==> src/hdl/dsl_status_pkg.sv <==
// Constants, types and register map of the DSL transmit status and
// error tally block. Assumes a single 100 MHz clock and classic Wishbone.
// Function
// - Set the signaling output queue underflow flag, bit 5, when that queue is drained faster than it is refilled.
// - Set the signaling output queue overflow flag, bit 4, when that queue is refilled faster than it is drained.
// - Set the signaling input queue underflow flag, bit 3, when it is copied out faster than the host writes it.
// - Set the signaling input queue overflow flag, bit 2, when the host writes it faster than it is copied out.
// - Any of the four signaling flags shows in one combined status bit that interrupts only when its mask bit is set.
// - Payload queue underrun sets bit 1 and overflow bit 0; either one is the masked transmit error interrupt source.
// - The CRC error tally goes up by exactly one per received frame with a CRC error.
// - The error reset control clears the CRC error tally to zero.
// - Both tallies hold while the framer is unlocked or still acquiring sync.
// - A tally reaching 255 sets its own full flag in the second receive status register.
// - The far-end error tally goes up by one per received frame whose far-end indicator is low.
// - The far-end indicator is the second received indicator bit and is also readable as bit 1 of the indicator register.
// - The error reset control clears the far-end error tally to zero.
package dsl_status_pkg;

  // ----------------------------------------------------------------
  // Widths
  // ----------------------------------------------------------------
  localparam int DATA_W = 32;
  localparam int REG_W = 8;
  localparam int IDX_W = 8;
  localparam int ADR_W = 10;
  localparam int IND_W = 8;

  // ----------------------------------------------------------------
  // Register indices (byte address is four times the index)
  // ----------------------------------------------------------------
  localparam logic [IDX_W-1:0] IDX_IRQ_STATUS = 8'hd0;
  localparam logic [IDX_W-1:0] IDX_IRQ_MASK = 8'hd1;
  localparam logic [IDX_W-1:0] IDX_ERR_RESET = 8'hd9;
  localparam logic [IDX_W-1:0] IDX_RX_IND_LOW = 8'he2;
  localparam logic [IDX_W-1:0] IDX_RX_STATUS_TWO = 8'he6;
  localparam logic [IDX_W-1:0] IDX_TX_FLAGS = 8'he7;
  localparam logic [IDX_W-1:0] IDX_CRC_TALLY = 8'he8;
  localparam logic [IDX_W-1:0] IDX_FAR_TALLY = 8'he9;

  // ----------------------------------------------------------------
  // Field positions
  // ----------------------------------------------------------------
  localparam int SIG_OUT_UNDER_BIT = 5;
  localparam int SIG_OUT_OVER_BIT = 4;
  localparam int SIG_IN_UNDER_BIT = 3;
  localparam int SIG_IN_OVER_BIT = 2;
  localparam int TX_UNDER_BIT = 1;
  localparam int TX_OVER_BIT = 0;
  localparam int IRQ_SIG_BIT = 0;
  localparam int IRQ_TX_BIT = 1;
  localparam int CRC_FULL_BIT = 0;
  localparam int FAR_FULL_BIT = 1;
  localparam int ERR_RESET_BIT = 0;
  localparam int FAR_END_IND_BIT = 1;

  // ----------------------------------------------------------------
  // Reset values
  // ----------------------------------------------------------------
  localparam logic [REG_W-1:0] REG_RESET = 8'h00;
  localparam logic [REG_W-1:0] MASK_RESET = 8'h00;
  localparam logic [IND_W-1:0] IND_RESET = 8'hff;

  // ----------------------------------------------------------------
  // Types
  // ----------------------------------------------------------------
  typedef enum logic [1:0] {
    framer_unlocked_state,
    framer_acquiring_state,
    framer_locked_state,
    framer_errored_state
  } framer_state_type;

  typedef struct packed {
    logic sig_out_under;
    logic sig_out_over;
    logic sig_in_under;
    logic sig_in_over;
    logic tx_under;
    logic tx_over;
  } tx_fifo_events_type;

  typedef struct packed {
    logic frame_end;
    logic crc_error;
    logic [IND_W-1:0] indicators;
  } rx_frame_type;

endpackage

==> src/hdl/dsl_tx_status_error_counters.sv <==
// Transmit queue error flags, CRC and far-end error tallies, and the
// Wishbone slave that exposes them. Assumes all event inputs come from
// logic on clk_i as single-cycle pulses, and framer state as a level.
//
// Chosen here: the Wishbone interface to the registers.
`timescale 1ns/1ps
module dsl_tx_status_error_counters
  import dsl_status_pkg::*;
(
  input wire logic clk_i,
  input wire logic sys_rst_i,
  input wire logic wb_cyc_i,
  input wire logic wb_stb_i,
  input wire logic wb_we_i,
  input wire logic [3:0] wb_sel_i,
  input wire logic [ADR_W-1:0] wb_adr_i,
  input wire logic [DATA_W-1:0] wb_dat_i,
  output logic [DATA_W-1:0] wb_dat_o,
  output logic wb_ack_o,
  input wire tx_fifo_events_type tx_events_i,
  input wire rx_frame_type rx_frame_i,
  input wire framer_state_type framer_state_i,
  output logic irq_o
);

  // ----------------------------------------------------------------
  // Declarations
  // ----------------------------------------------------------------
  logic ack_q;
  logic [DATA_W-1:0] rdata_q;
  logic [REG_W-1:0] rdata_d;
  logic req;
  logic rd_stb;
  logic wr_stb;
  logic [IDX_W-1:0] idx;
  logic [REG_W-1:0] tx_flags_q;
  logic [REG_W-1:0] tx_flags_set;
  logic [REG_W-1:0] tx_flags_clr;
  logic [REG_W-1:0] irq_mask_q;
  logic [REG_W-1:0] irq_status;
  logic [REG_W-1:0] rx_status_two_q;
  logic [REG_W-1:0] rx_status_two_set;
  logic [REG_W-1:0] rx_status_two_clr;
  logic [IND_W-1:0] rx_ind_q;
  logic err_rst_q;
  logic irq_q;
  logic count_allowed;
  logic crc_count_en;
  logic far_count_en;
  logic [REG_W-1:0] crc_tally;
  logic [REG_W-1:0] far_tally;
  logic crc_full;
  logic far_full;

  // ----------------------------------------------------------------
  // Functions
  // ----------------------------------------------------------------
  // Sticky flag update; a set in the clearing cycle survives
  function automatic logic [REG_W-1:0] sticky(
    input logic [REG_W-1:0] cur,
    input logic [REG_W-1:0] set,
    input logic [REG_W-1:0] clr
  );
    sticky = (cur & ~clr) | set;
  endfunction

  // ----------------------------------------------------------------
  // Wishbone slave
  // ----------------------------------------------------------------
  // Answers every access one cycle after the strobe, unmapped ones too
  assign req = wb_cyc_i && wb_stb_i && !ack_q;
  assign rd_stb = req && !wb_we_i;
  assign wr_stb = req && wb_we_i && wb_sel_i[0];
  assign idx = wb_adr_i[ADR_W-1:2];

  always_ff @(posedge clk_i) begin
    if (sys_rst_i) begin
      ack_q <= 1'b0;
    end else begin
      ack_q <= req;
    end
  end

  always_comb begin
    rdata_d = REG_RESET;
    case (idx)
      IDX_IRQ_STATUS: rdata_d = irq_status;
      IDX_IRQ_MASK: rdata_d = irq_mask_q;
      IDX_RX_IND_LOW: rdata_d = rx_ind_q;
      IDX_RX_STATUS_TWO: rdata_d = rx_status_two_q;
      IDX_TX_FLAGS: rdata_d = tx_flags_q;
      IDX_CRC_TALLY: rdata_d = crc_tally;
      IDX_FAR_TALLY: rdata_d = far_tally;
      default: rdata_d = REG_RESET;
    endcase
  end

  // Narrow registers sit in the low byte, upper bits read as zero
  always_ff @(posedge clk_i) begin
    if (sys_rst_i) begin
      rdata_q <= '0;
    end else if (rd_stb) begin
      rdata_q <= {{(DATA_W-REG_W){1'b0}}, rdata_d};
    end
  end

  assign wb_ack_o = ack_q;
  assign wb_dat_o = rdata_q;

  // ----------------------------------------------------------------
  // Control registers
  // ----------------------------------------------------------------
  always_ff @(posedge clk_i) begin
    if (sys_rst_i) begin
      irq_mask_q <= MASK_RESET;
    end else if (wr_stb && idx == IDX_IRQ_MASK) begin
      irq_mask_q <= wb_dat_i[REG_W-1:0];
    end
  end

  // Self-clearing, so a stuck bit cannot freeze the tallies at zero
  always_ff @(posedge clk_i) begin
    if (sys_rst_i) begin
      err_rst_q <= 1'b0;
    end else begin
      err_rst_q <= wr_stb && idx == IDX_ERR_RESET
                   && wb_dat_i[ERR_RESET_BIT];
    end
  end

  // ----------------------------------------------------------------
  // Transmit queue error flags
  // ----------------------------------------------------------------
  always_comb begin
    tx_flags_set = REG_RESET;
    tx_flags_set[SIG_OUT_UNDER_BIT] = tx_events_i.sig_out_under;
    tx_flags_set[SIG_OUT_OVER_BIT] = tx_events_i.sig_out_over;
    tx_flags_set[SIG_IN_UNDER_BIT] = tx_events_i.sig_in_under;
    tx_flags_set[SIG_IN_OVER_BIT] = tx_events_i.sig_in_over;
    tx_flags_set[TX_UNDER_BIT] = tx_events_i.tx_under;
    tx_flags_set[TX_OVER_BIT] = tx_events_i.tx_over;
  end

  // Cleared by reading, as the register is read-only to software
  assign tx_flags_clr = (rd_stb && idx == IDX_TX_FLAGS) ? 8'hff : 8'h00;

  always_ff @(posedge clk_i) begin
    if (sys_rst_i) begin
      tx_flags_q <= REG_RESET;
    end else begin
      tx_flags_q <= sticky(tx_flags_q, tx_flags_set, tx_flags_clr);
    end
  end

  // ----------------------------------------------------------------
  // Interrupt status and output
  // ----------------------------------------------------------------
  always_comb begin
    irq_status = REG_RESET;
    irq_status[IRQ_SIG_BIT] = tx_flags_q[SIG_OUT_UNDER_BIT]
                              | tx_flags_q[SIG_OUT_OVER_BIT]
                              | tx_flags_q[SIG_IN_UNDER_BIT]
                              | tx_flags_q[SIG_IN_OVER_BIT];
    irq_status[IRQ_TX_BIT] = tx_flags_q[TX_UNDER_BIT]
                             | tx_flags_q[TX_OVER_BIT];
  end

  always_ff @(posedge clk_i) begin
    if (sys_rst_i) begin
      irq_q <= 1'b0;
    end else begin
      irq_q <= |(irq_status & irq_mask_q);
    end
  end

  assign irq_o = irq_q;

  // ----------------------------------------------------------------
  // Receive indicators and tallies
  // ----------------------------------------------------------------
  // Indicator snapshot is kept in every framer state
  always_ff @(posedge clk_i) begin
    if (sys_rst_i) begin
      rx_ind_q <= IND_RESET;
    end else if (rx_frame_i.frame_end) begin
      rx_ind_q <= rx_frame_i.indicators;
    end
  end

  assign count_allowed = framer_state_i != framer_unlocked_state
                         && framer_state_i != framer_acquiring_state;
  assign crc_count_en = rx_frame_i.frame_end && count_allowed
                        && rx_frame_i.crc_error;
  assign far_count_en = rx_frame_i.frame_end && count_allowed
                        && !rx_frame_i.indicators[FAR_END_IND_BIT];

  error_tally #(
    .WIDTH(REG_W)
  ) u_crc_tally (
    .clk_i(clk_i),
    .sys_rst_i(sys_rst_i),
    .clear_i(err_rst_q),
    .count_en_i(crc_count_en),
    .count_o(crc_tally),
    .full_o(crc_full)
  );

  error_tally #(
    .WIDTH(REG_W)
  ) u_far_tally (
    .clk_i(clk_i),
    .sys_rst_i(sys_rst_i),
    .clear_i(err_rst_q),
    .count_en_i(far_count_en),
    .count_o(far_tally),
    .full_o(far_full)
  );

  // ----------------------------------------------------------------
  // Second receive status register
  // ----------------------------------------------------------------
  always_comb begin
    rx_status_two_set = REG_RESET;
    rx_status_two_set[CRC_FULL_BIT] = crc_full;
    rx_status_two_set[FAR_FULL_BIT] = far_full;
  end

  assign rx_status_two_clr = (rd_stb && idx == IDX_RX_STATUS_TWO) ?
                             8'hff : 8'h00;

  always_ff @(posedge clk_i) begin
    if (sys_rst_i) begin
      rx_status_two_q <= REG_RESET;
    end else begin
      rx_status_two_q <= sticky(rx_status_two_q, rx_status_two_set,
                                rx_status_two_clr);
    end
  end
endmodule

==> src/hdl/error_tally.sv <==
// Saturating event tally with synchronous clear and a full pulse.
// Assumes count_en_i and clear_i are single-cycle pulses on clk_i.
`timescale 1ns/1ps
module error_tally
  import dsl_status_pkg::*;
#(
  parameter int WIDTH = REG_W
) (
  input wire logic clk_i,
  input wire logic sys_rst_i,
  input wire logic clear_i,
  input wire logic count_en_i,
  output logic [WIDTH-1:0] count_o,
  output logic full_o
);

  localparam logic [WIDTH-1:0] MAX = '1;
  localparam logic [WIDTH-1:0] NEAR_MAX = MAX - 1'b1;

  logic [WIDTH-1:0] count_q;
  logic full_q;

  // ----------------------------------------------------------------
  // Tally
  // ----------------------------------------------------------------
  // Clear wins over a count arriving in the same cycle
  always_ff @(posedge clk_i) begin
    if (sys_rst_i) begin
      count_q <= '0;
    end else if (clear_i) begin
      count_q <= '0;
    end else if (count_en_i && count_q != MAX) begin
      count_q <= WIDTH'(count_q + 1'b1);
    end
  end

  // Saturates so software never sees a wrapped, misleading small count
  always_ff @(posedge clk_i) begin
    if (sys_rst_i) begin
      full_q <= 1'b0;
    end else begin
      full_q <= !clear_i && count_en_i && count_q == NEAR_MAX;
    end
  end

  assign count_o = count_q;
  assign full_o = full_q;
endmodule

==> config.mk <==
export PLATFORM = sky130hd
export DESIGN_NAME = dsl_tx_status_error_counters
export DESIGN_NICKNAME = d
export VERILOG_FILES = /design/src/hdl/dsl_status_pkg.sv /design/src/hdl/dsl_tx_status_error_counters.sv /design/src/hdl/error_tally.sv
export SDC_FILE = /design/constraint.sdc
export NUM_CORES = 1
export LEC_CHECK = 0
export BUFFER_PORTS_ARGS = -buffer_cell sky130_fd_sc_hd__buf_2
export CORE_ASPECT_RATIO = 0.6
export CORE_UTILIZATION = 31
export CTS_BUF_LIST = sky130_fd_sc_hd__clkbuf_16
export DETAILED_ROUTE_END_ITERATION = 10
export GPL_ROUTABILITY_DRIVEN = 0
export PLACE_DENSITY = 0.66
export SLEW_MARGIN = 30
export SYNTH_ARGS = -nofsm -noshare
export SYNTH_HDL_FRONTEND = slang
export SYNTH_SLANG_ARGS = --single-unit
==> constraint.sdc <==
create_clock -name clk_i -period 2.63 [get_ports clk_i]
set_input_delay 0.263 -clock clk_i [delete_from_list [all_inputs] [get_ports clk_i]]
set_output_delay 0.263 -clock clk_i [all_outputs]
set_load 0.01 [all_outputs]
### Word level (Yosys, flattened, before mapping)

Index checks and enable logic that the tools add are counted.

| operators by class | value |
|---|---|
| add/subtract/negate cells | 2 |
| reduce and logical (&&, ||, !) cells | 27 |
| bitwise gates (word level) | 11 |
| equal/unequal tests | 13 |
| muxes and demuxes | 3 |

Operators by type and width:

| cell | count |
|---|---|
| 8-bit == test, second input constant | 10 |
| 8-bit one-hot mux with 7 select lines | 1 |
| 1-bit logical AND | 20 |
| 8-bit by 1-bit adder with 8-bit output, second input constant | 2 |
| 8-bit AND | 2 |
| 8-bit 2-to-1 mux | 2 |
| 8-bit inequality test, second input constant | 2 |
| 8-bit inverter | 2 |
| 2-bit by 8-bit AND with 8-bit output | 1 |
| 8-bit by 2-bit OR with 8-bit output | 1 |
| 8-bit by 6-bit OR with 8-bit output | 1 |
| 8-bit OR reduction | 1 |
| 1-bit logical NOT | 4 |
| 1-bit OR | 4 |
| 2-bit by 1-bit inequality test with 1-bit output, second input constant | 1 |
| 2-bit nonzero test | 1 |
| 2-bit OR reduction | 1 |

| word-level totals | value |
|---|---|
| flip-flop bits (word level) | 61 |
| logic and storage cells | 68 |
| input port bits | 69 |
| output and inout port bits | 34 |

### Longest topological paths before layout

Gate-level depths: netlist of the first run.

| depth | value |
|---|---|
| depth after elaboration | 8 |
| gate-level depth with buffers | 7 |

### Hierarchy

Synthesis of the first run repeated with hierarchy kept, for this count alone.

| unflattened totals | value |
|---|---|
| cell total of the unflattened synthesis | 335 |
| area total of the unflattened synthesis | 3015.4 µm² |

By module, submodules not included:

| module | area each (µm²) | seq. area each (µm²) | times used | cells each |
|---|---|---|---|---|
| dsl_tx_status_error_counters | 2127.0 | 860.8 | 1 | 235 |
| error_tally | 444.2 | 180.2 | 2 | 50 |

### Least setup slack after synthesis of the first run

No wires, ideal clock.

| path | value |
|---|---|
| kind | input to register |
| start | in wb_adr_i[2] |
| end | reg rdata_q[4] (netlist: wb_dat_o[4]) |
| stages | 7 |
| arrival | 1.366 ns |
| library setup time | 0.119 ns |
| buffers on the path | 2 |
| slack | 1.145 ns |
| data required time | 2.511 ns |
| path through | buf_2 -> buf_2 -> mux2_2 -> a32oi_1 -> o21ai_0 -> a32oi_1 -> o21ai_1 |

| between the ends | value |
|---|---|
| cells in the longest elaborated chain, start to end | 2 |
| elaborated cells on any way between the ends | 8 |

RTL lines:

| item | line | text |
|---|---|---|
| start, declared | dsl_tx_status_error_counters.sv:16 | `input wire logic [ADR_W-1:0] wb_adr_i,` |
| 8-bit == test | dsl_tx_status_error_counters.sv:86 | `case (idx)` |
| 8-bit one-hot mux with 7 select lines (*) | dsl_tx_status_error_counters.sv:86 |  |
| end signal, assigned | dsl_tx_status_error_counters.sv:103 | `rdata_q <= {{(DATA_W-REG_W){1'b0}}, rdata_d};` |
| end, declared | dsl_tx_status_error_counters.sv:30 | `logic [DATA_W-1:0] rdata_q;` |

Mark *: on every way between the ends. The rest lies on a longest branch, timed or not.
A chain may end at the register's enable or synchronous reset.

### Worst setup path in the final report of the first run

| path | value |
|---|---|
| start | reg u_far_tally.count_q[4] (netlist: u_far_tally.count_o[4]) |
| end | reg u_far_tally.count_q[5] (netlist: u_far_tally.count_o[5]) |

| between the ends | value |
|---|---|
| cells in the longest elaborated chain, start to end | 2 |
| elaborated cells on any way between the ends | 3 |

RTL lines:

| item | line | text |
|---|---|---|
| start, declared | error_tally.sv:20 | `logic [WIDTH-1:0] count_q;` |
| start signal, assigned | error_tally.sv:33 | `count_q <= WIDTH'(count_q + 1'b1);` |
| branches (longest 2 deep; another with 8-bit by 1-bit adder with 8-bit output) | -- |  |

Several ways; the timed one is not identified.

==> results of run 1 <==
## report_power, final
| group | internal [uW] | switching (uW) |
|---|---|---|
| clock network | 620 | 404 |
| registers | 945 | 20.0 |
| logic | 62.6 | 98.8 |
## per-stage QoR
step	cells	hold WS (ns)
finish	514	0.134
global route	514	0.127
CTS	514	0.121
global placement	498	0.425
floorplan	359	0.380
detailed placement	498	0.430
## area by class of cell
class | count | area (um2)
inverter | 5 | 18.8
timing repair buffer | 49 | 248
sequential | 61 | 1220
clock inverter | 7 | 33.8
fill | 953 | 5790
multi-input combinational | 253 | 1590
clock buffer | 9 | 225
tap | 130 | 163
## cells by family after synthesis
logic type	share of synthesized area, %
adder cells (fa/ha/maj)	1.66
other	0.124
AO/OA/AOI/OAI	15.1
XOR/XNOR	3.78
multiplexers	5.27
flip-flops	40.5
AND/OR/NAND/NOR	24.1
buffers and inverters	9.43
## layout by cell type, fill, tap and decap left out, types with 2 or more instances in the layout
| cell type | netlist | layout |
|---|---|---|
| nor2b_1 | 9 | 9 |
| a32oi_1 | 2 | 2 |
| clkbuf_16 | 0 | 9 |
| o21ai_1 | 5 | 5 |
| buf_2 | 4 | 48 |
| dfxtp_1 | 61 | 61 |
| nor3_1 | 3 | 3 |
| nor2_1 | 42 | 42 |
| nand2_1 | 21 | 21 |
| a211oi_1 | 3 | 3 |
| ha_1 | 4 | 4 |
| mux2i_1 | 8 | 8 |
| o22ai_1 | 2 | 2 |
| a311oi_1 | 2 | 2 |
| clkinv_2 | 0 | 3 |
| and4_1 | 3 | 3 |
| nand3b_1 | 2 | 2 |
| or2_2 | 2 | 2 |
| xor2_1 | 8 | 8 |
| and4b_1 | 2 | 2 |
| and3b_1 | 3 | 3 |
| conb_1 | 1 | 24 |
| a211o_1 | 8 | 8 |
| o21ai_0 | 8 | 8 |
| nand4_1 | 4 | 4 |
| and3_1 | 12 | 12 |
| clkinv_1 | 0 | 2 |
| nand2b_1 | 3 | 3 |
| a22oi_1 | 9 | 9 |
| mux2_2 | 7 | 7 |
| a32o_1 | 2 | 2 |
| nand3_1 | 7 | 7 |
| a21oi_1 | 16 | 16 |
| xnor2_1 | 5 | 5 |
| inv_1 | 5 | 6 |
| a31oi_1 | 2 | 2 |
| a22o_1 | 2 | 2 |
| and2_1 | 9 | 9 |
## worst max path at each step
stage,start,end,slack [ns],cells past startpoint
floorplan,wb_adr_i[2],wb_dat_o[4],1.14,7
global placement,wb_adr_i[4],irq_mask_q[1],0.68,5
detailed placement,wb_adr_i[4],irq_mask_q[5],0.64,5
CTS,u_far_tally.count_o[4],u_far_tally.count_o[5],0.96,5
global route,u_far_tally.count_o[0],u_far_tally.count_o[5],0.74,5
finish,u_far_tally.count_o[4],u_far_tally.count_o[5],0.93,5
## flip-flops by register name (all words and copies together) (netlist names)
name,flops
irq_o,1
err_rst_q,1
u_far_tally.count_o,8
u_crc_tally.count_o,8
u_crc_tally.full_o,1
tx_flags_q,8
rx_ind_q,8
irq_mask_q,8
wb_dat_o,8
u_far_tally.full_o,1
wb_ack_o,1
rx_status_two_q,8
## synth_stat cells, types with 3 or more instances
master    number  area share [%]
nand3_1        7             1.2
buf_4         25             6.2
nor2_1        42             5.2
and3b_1        3            0.87
a211o_1        8             2.3
dfxtp_1       61              41
xor2_1         8             2.3
a22oi_1        9             2.2
nand2_1       21             2.6
nor3_1         3            0.50
o21ai_1        5            0.83
a21oi_1       16             2.7
ha_1           4             1.7
a211oi_1       3            0.75
inv_1          5            0.62
o21ai_0        8             1.3
and4_1         3            0.87
and2_1         9             1.9
nor2b_1        9             1.9
nand2b_1       3            0.62
and3_1        12             2.5
clkbuf_1       7            0.87
nand4_1        4            0.83
xnor2_1        5             1.5
mux2i_1        8             2.7
buf_2          4            0.66
mux2_2         7             2.6
## critical path, cell delays in order, from the launching register on
cell and delay (ns):
dfxtp_1 0.36, and4_1 0.27, a41oi_1 0.53, nand4_1 0.19, xor2_1 0.17, nor2_1 0.05
## routing by layer
metal,track usage [%],up-vias
met3,7.23,15
li1,-,1229
met4,4.59,0
met1,23.3,1216
met5,0,-
met2,18.9,124
==> run summary, run 1 <==
YS warnings - 0
Cell Area, Synth - 3010 um2
Tightest Pin Transition - 0.682 ns
Via density - 5.03
Setup-failing EPs final - 0
number of synthesized register bits - 61
sequential fraction of the synthesis area - 40.5%
Setup TNS Final - 0 ns
Nets - 452
Die H - 78.4 um
met2 routed WL - 2820 um
Critical R2R Capture - u_far_tally.count_o[5]
VDD IR max - 335 uV
Post-synth ARST share - 0%
DRC violation count after routing - 0
initial antenna violation count - 0
Max Slew Vio Count - 0
H-tree lvl count - 3
PD cells - 614 nW/um2
clock-pin slew on the worst setup and hold paths - 0.05 ns
hold_sp - rx_frame_i[4]
clock tree buffer depth - 2
total clock buffers created by CTS - 9
area delta synth->final - 16.3%
Req. time, crit path - 2.84 ns
Final period util - 64.5%
Post-synth EDFFs - 0
highest fanout seen on the critical path - 6
remaining antenna violation count after routing - 0
Total GRT Usage - 15.6%
Critical Path End Type - flop
Hold Path Class - primary input to flop
Starting DRT DRC Count - 211
post_cts resized - 0
first-pass GRT wire length - 11700 um
die width - 129 um
floorplan row count - 27
Max-Cap Viols - 0
total gr overflow - 0
pre-CTS setup slack - 0.637 ns
Pwr Total - 2150 uW
DP Wirelength - 5640 um
placed cell area - 3240 um2
Hold Path Stages - 2
Netlist cell types - 54
Post-CTS Setup Inserts - 0
cts hold-fix bufs - 0
Hold Path Sink - rx_ind_q[4]
CTS tree - done
Leak - 0.00142 uW
r2r worst-path depth - 5
status - complete, no violations
Top Metal Used - met4
number of diodes - 0
die area - 10100 um2
largest net degree at the start of global routing - 38
WL/cell - 14.6 um
Hold Vio Cnt, Final - 0
Initial Utilization - 32.4%
critical path class - flop to flop
first-pass iteration count of the detailed router - 5
Fmax achieved - 589 MHz
startpoint types - flop
Worst Skew - 0.00677 ns
Syn Inst Count - 336
CTS root buf - clkbuf_16
met3 routed wirelength - 848 um
Tmin final - 1.70 ns
Top Ports - 103
slew margin rel. - 54.5%
reg2reg start - u_far_tally.count_o[4]
drt total wl - 7520 um
Clock Latency Late Sink - 0.33 ns
worst setup margin - 0.934 ns
total core area - 9290 um2
syn_area_per_cell - 8.97 um2
Port Buf Inserts - 48
Final Util - 37.7%
Main synth FF type - dfxtp_1
fraction of layout cells with a size suffix above 1 - 19.8%
routed via count - 2584
CTS sink cnt - 61
r2r setup slk - 0.93 ns
Metal-1 WL - 3760 um
RSZ-0062 raised after global routing - false
vias in the first global route - 2194
worst path arrival time - 1.90 ns
final instance area - 3500 um2
(Power assumes the default switching activity.)
==> run 2, diff against run 1 <==
--- a/config.mk
+++ b/config.mk
@@ -11,7 +11,7 @@
 export CTS_BUF_LIST = sky130_fd_sc_hd__clkbuf_16
 export DETAILED_ROUTE_END_ITERATION = 10
 export GPL_ROUTABILITY_DRIVEN = 0
-export PLACE_DENSITY = 0.66
+export PLACE_DENSITY = 0.68
 export SLEW_MARGIN = 30
 export SYNTH_ARGS = -nofsm -noshare
 export SYNTH_HDL_FRONTEND = slang
==> constraint.sdc (replaced) <==
create_clock -name clk_i -period 1.5 [get_ports clk_i]
set_input_delay 0.15 -clock clk_i [delete_from_list [all_inputs] [get_ports clk_i]]
set_output_delay 0.15 -clock clk_i [all_outputs]
set_load 0.01 [all_outputs]
==> run summary, run 2 (synthesis results as in run 1) <==
Die H - 78.4 um (unchanged)
Top Ports - 103 (unchanged)
Total GRT Usage - 16.8% (+1.2 points)
die width - 129 um (unchanged)
Worst Skew - 0.00365 ns (-0.00312 ns)
clock tree buffer depth - 2 (unchanged)
Port Buf Inserts - 48 (unchanged)
worst path arrival time - 1.63 ns (-0.27 ns)
commonest non-fill, non-tap cell in the layout - dfxtp_1
largest net degree at the start of global routing - 32 (-16%)
Fmax achieved - 709 MHz (+20%)
clock-pin slew on the worst setup and hold paths - 0.05 ns (about the same)
fraction of layout cells with a size suffix above 1 - 28.1% (+8.3 points)
number of diodes - 0 (unchanged)
commonest cells after routing, fill and taps aside - dfxtp_1 (61), buf_2 (48), nor2_1 (42)
remaining antenna violation count after routing - 0 (unchanged)
first-pass GRT wire length - 12500 um (+6.9%)
vias in the first global route - 2429 (+11%)
Setup TNS Final - 0 ns (unchanged)
area delta synth->final - 29.5%
Critical path buffers and inverters - 1 (+1)
Net Sw Frac - 21.7% (-2.6 points)
Clk network pwr share - 53.3% (+5.7 points)
cts hold-fix bufs - 0 (unchanged)
Req. time, crit path - 1.72 ns (-1.12 ns)
die area - 10100 um2 (unchanged)
combined area of the multi-input logic cells - 1640 um2 (+2.7%)
Int Power - 3400 uW (+110%)
crit path cell chain - nand3b_1, nor2_1, and3_1, buf_4, mux2i_2, nor2_1
final instance area - 3900 um2 (+11%)
Net Sw Power - 945 uW (+81%)
floorplan row count - 27 (unchanged)
WL/cell - 14.5 um (-0.99%)
Tmin final - 1.41 ns (-0.287 ns)
first-pass iteration count of the detailed router - 4 (-1)
highest fanout seen on the critical path - 4 (-2)
DP Wirelength - 6140 um (+8.8%)
Hold Vio Cnt, Final - 0 (unchanged)
crit-path most repeated cell - nor2_1
Critical Path End Type - flop
slowest CP cell - dfxtp_1
Nets - 488 (+8.0%)
CTS tree - done
total core area - 9290 um2 (unchanged)
placed cell area - 3520 um2 (+8.5%)
total gr overflow - 0 (unchanged)
H-tree lvl count - 3 (unchanged)
CTS root buf - clkbuf_16
Initial Utilization - 32.4% (unchanged)
CTS sink cnt - 61 (unchanged)
routed via count - 2599 (+0.58%)
Via density - 4.73 (-6.0%)
Final period util - 94.0% (+29 points)
drt total wl - 7970 um (+5.9%)
initial antenna violation count - 0 (unchanged)
Setup-failing EPs final - 0 (unchanged)
total clock buffers created by CTS - 9 (unchanged)
combinational share of power - 7.8% (+0.3 points)
status - complete, no violations
Fillers - 899 (-5.7%)
Hold Path Class - primary input to flop
PD cells - 1110 nW/um2 (+81%)
VDD IR max - 597 uV (+78%)
critical path class - flop to flop
Reg area - 1220 um2 (unchanged)
Reg power frac - 38.9% (-6.0 points)
Starting DRT DRC Count - 195 (-7.6%)
Leak - 0.00165 uW (+16%)
startpoint types - flop
Max Slew Vio Count - 0 (unchanged)
Final Util - 42.0% (+4.3 points)
family with the most delay on the worst path - simple AND/OR/NAND/NOR gates
DRC violation count after routing - 0 (unchanged)
Clock Latency Late Sink - 0.33 ns (about the same)
max incr delay on CP - 0.32 ns (-0.21 ns)
Max-Cap Viols - 0 (unchanged)
[run 2: cell types whose count changed in the layout (fill, tap and decap cells not counted), sizes merged]
cell,previous run,this run
clkinv,5,3
buf,49,85
bufinv,0,3
clkinvlp,1,0
[run 2: power groups by stage]
stage                     clock, uW  sequential [uW]  combinational (uW)
after floorplan                   0             1710                 233
after global routing           2440             1690                 372
final                          2320             1690                 340
after global placement            0             1720                 318
after CTS                      2360             1690                 329
after detailed placement          0             1720                 327
[run 2: area by class of cell]
cell class / instances / area share (%)
Sequential cell: 61 / 31.3
Clock buffer: 9 / 5.77
Tap cell: 130 / 4.17
Timing Repair Buffer: 85 / 13.6
Clock inverter: 7 / 2.69
Multi-Input combinational cell: 253 / 42.0
Inverter: 5 / 0.481
[run 2: per-layer routing]
layer | up-vias | global-route usage (%) | wire (um)
li1 | 1299 | - | -
met1 | 1211 | 25.4 | 4120
met2 | 84 | 20.6 | 2980
met3 | 5 | 6.54 | 831
met4 | 0 | 5.65 | 36
met5 | - | 0 | 0
[run 2: through the flow]
stage	power, uW	setup WS (ns)	cells	hold slack [ns]
finish	4350	0.0902	550	0.0261
global route	4500	-0.00713	550	0.0304
CTS	4370	0.0201	549	0.0120
detailed placement	2050	-0.0322	533	0.363
global placement	2040	0.00957	533	0.354
floorplan	1940	0.0609	359	0.267
[run 2: final timing paths]
| path | slack [ns] | cells after the start | from | endpoint |
|---|---|---|---|---|
| worst max-delay path | 0.09 | 6 | wb_ack_o | irq_mask_q[0] |
| worst min-delay path | 0.03 | 2 | rx_frame_i[4] | rx_ind_q[4] |
| worst max register to register | 0.09 | 6 | wb_ack_o | irq_mask_q[0] |
| worst min register to register | 0.45 | 2 | wb_dat_o[5] | wb_dat_o[5] |
[run 2: what timing repair did]
action,4_1_cts,5_1_grt
resized for setup,0,10
endpoints found under the setup margin,0,20
buffers inserted,0,1
==> run 3, diff against run 2 <==
--- a/config.mk
+++ b/config.mk
@@ -6,6 +6,7 @@
 export NUM_CORES = 1
 export LEC_CHECK = 0
 export BUFFER_PORTS_ARGS = -buffer_cell sky130_fd_sc_hd__buf_2
+export CAP_MARGIN = 20
 export CORE_ASPECT_RATIO = 0.6
 export CORE_UTILIZATION = 31
 export CTS_BUF_LIST = sky130_fd_sc_hd__clkbuf_16
@@ -15,4 +16,5 @@
 export SLEW_MARGIN = 30
 export SYNTH_ARGS = -nofsm -noshare
 export SYNTH_HDL_FRONTEND = slang
+export SYNTH_HIERARCHICAL = 1
 export SYNTH_SLANG_ARGS = --single-unit
==> run summary, run 3 <==
final instance area - 3990 um2 (+2.3%)
fraction of layout cells with a size suffix above 1 - 30.9% (+2.8 points)
Critical Path End Type - flop
post-synthesis mux area share - 8.96% (+3.7 points)
DRC violation count after routing - 0 (unchanged)
Main synth FF type - dfxtp_1
H-tree lvl count - 3 (unchanged)
Synth Area in Simple Gates - 24.1% (-0.062 points)
CTS tree - done
clock tree buffer depth - 2 (unchanged)
Setup-failing EPs final - 1 (+1)
met3 routed wirelength - 687 um (-17%)
Netlist cell types - 48 (-11%)
Clock Latency Late Sink - 0.34 ns (about the same)
Max-Cap Viols - 0 (unchanged)
drt total wl - 8410 um (+5.5%)
CTS root buf - clkbuf_16
area leader, netlist - dfxtp_1
Final period util - 101% (+6.5 points)
Total GRT Usage - 17.5% (+0.72 points)
area delta synth->final - 32.4%
largest net degree at the start of global routing - 24 (-25%)
RSZ-0062 raised after global routing - true
max incr delay on CP - 0.60 ns (+0.28 ns)
cts hold-fix bufs - 0 (unchanged)
Top Ports - 103 (unchanged)
Max Slew Vio Count - 0 (unchanged)
Via density - 5.08 (+7.5%)
placed cell area - 3610 um2 (+2.6%)
syn_area_per_cell - 9.00 um2 (+0.38%)
floorplan row count - 27 (unchanged)
Synth Area in Adders - 1.66% (about the same)
worst setup margin - -0.00774 ns (-0.0979 ns)
Top Metal Used - met4
slowest CP cell - or4_1
family with the most delay on the worst path - simple AND/OR/NAND/NOR gates
Hold Path Class - primary input to flop
Post-synth EDFFs - 0 (unchanged)
total core area - 9290 um2 (unchanged)
YS warnings - 6 (+6)
total clock buffers created by CTS - 9 (unchanged)
Req. time, crit path - 1.71 ns (about the same)
Leak - 0.00164 uW (-0.34%)
WL/cell - 15.0 um (+3.6%)
Setup TNS Final - -0.00774 ns (-0.00774 ns)
violated checks - setup timing
met2 routed WL - 3390 um (+14%)
Starting DRT DRC Count - 259 (+33%)
number of diodes - 0 (unchanged)
post-synth top area share - 40.5% (about the same)
clock-pin slew on the worst setup and hold paths - 0.06 ns (about the same)
worst path arrival time - 1.72 ns (+0.09 ns)
count leader, synth - dfxtp_1
Post-Synth XOR/XNOR Area - 0% (-3.8 points)
Synth Area in Compound Gates - 16.7% (+1.6 points)
first-pass GRT wire length - 13200 um (+5.1%)
Cell Area, Synth - 3020 um2 (about the same)
total gr overflow - 0 (unchanged)
Nets - 498 (+2.0%)
Die H - 78.4 um (about the same)
Syn Inst Count - 335 (-0.30%)
Initial Utilization - 32.5% (about the same)
Fmax achieved - 663 MHz (-6.5%)
commonest non-fill, non-tap cell in the layout - dfxtp_1
Synth area leaders - dfxtp_1 (40%), mux2i_1 (9.0%), buf_4 (6.0%)
Critical path buffers and inverters - 0 (-1)
status - finished, violations left
die area - 10100 um2 (about the same)
Metal-1 WL - 4250 um (+3.2%)
Min Hold Slack - 0.0178 ns (-0.00833 ns)
commonest cells in the netlist - dfxtp_1 (61), nor2_1 (31), mux2i_1 (27)
Post-synth ARST share - 0% (unchanged)
VDD IR max - 686 uV (+15%)
commonest cells after routing, fill and taps aside - dfxtp_1 (60), buf_2 (48), buf_4 (40)
number of synthesized register bits - 61 (unchanged)
largest family of logic cells by synthesized area - simple AND/OR/NAND/NOR gates
initial antenna violation count - 0 (unchanged)
CTS sink cnt - 61 (unchanged)
DP Wirelength - 6560 um (+6.9%)
crit path cell chain - or4_1, nand2_1, a21oi_1, a31oi_1, a21oi_2
vias in the first global route - 2555 (+5.2%)
Worst Skew - 0.00467 ns (+0.00102 ns)
highest fanout seen on the critical path - 3 (-1)
Hold Vio Cnt, Final - 0 (unchanged)
remaining antenna violation count after routing - 0 (unchanged)
sequential fraction of the synthesis area - 40.5% (about the same)
Port Buf Inserts - 48 (unchanged)
startpoint types - flop
first-pass iteration count of the detailed router - 5 (+1)
PD cells - 1030 nW/um2 (-7.1%)
die width - 129 um (about the same)
Tmin final - 1.51 ns (+0.0979 ns)
routed via count - 2845 (+9.5%)
pre-CTS setup slack - -0.200 ns (-0.168 ns)
critical path class - flop to flop
## run 3: cell type report
type	count	area [um2]
clock buffer	9	225
clock inverter	7	80.1
fill	895	5300
inverter	6	22.5
multi-input combinational	257	1720
sequential	61	1220
tap	130	163
timing repair buffer	90	563
## run 3: power by group
group          switching [uW]  total, uW  leakage (uW)  internal (uW)
combinational             187        342       0.00100            155
clock                     793       2100      0.000143           1310
sequential               33.6       1690      0.000497           1660
total                    1010       4130       0.00164           3120
## run 3: logic make-up after synthesis
logic type / Yosys count
AO/OA/AOI/OAI: 75
multiplexers: 27
buffers and inverters: 40
other: 1
AND/OR/NAND/NOR: 127
adder cells (fa/ha/maj): 4
flip-flops: 61
## run 3: worst register-to-register path, stage by stage (launching register included)
cell	delay, ns
dfxtp_1	0.33
or4_1	0.60
nand2_1	0.10
a21oi_1	0.08
a31oi_1	0.20
a21oi_2	0.08
## run 3: timing repair
item                                    CTS  global route
buffers inserted                          1             1
pin swaps                                 1             5
endpoints found under the setup margin   13            28
resized for setup                         3            16
## run 3: path summary, 6_finish.rpt
check	depth (start not counted)	endpoint	slack (ns)	start
setup / recovery	5	wb_dat_o[0]	-0.008	tx_flags_q[3]
setup reg to reg	5	wb_dat_o[0]	-0.008	tx_flags_q[3]
hold / removal	2	rx_ind_q[7]	0.02	rx_frame_i[7]
hold reg to reg	2	wb_dat_o[6]	0.44	wb_dat_o[6]
## run 3: per-stage QoR
step,util [%],total power [uW],instances
final,43.0,4130,560
after floorplan,-,1940,358
after global routing,43.0,4300,560
after CTS,42.3,4160,559
after global placement,38.9,2040,542
after detailed placement,38.9,2050,542
## run 3: metal layers
layer	track usage, %	up-vias
li1	-	1375
met1	26.6	1357
met2	22.4	104
met3	5.79	9
met4	5.41	0
met5	0	-
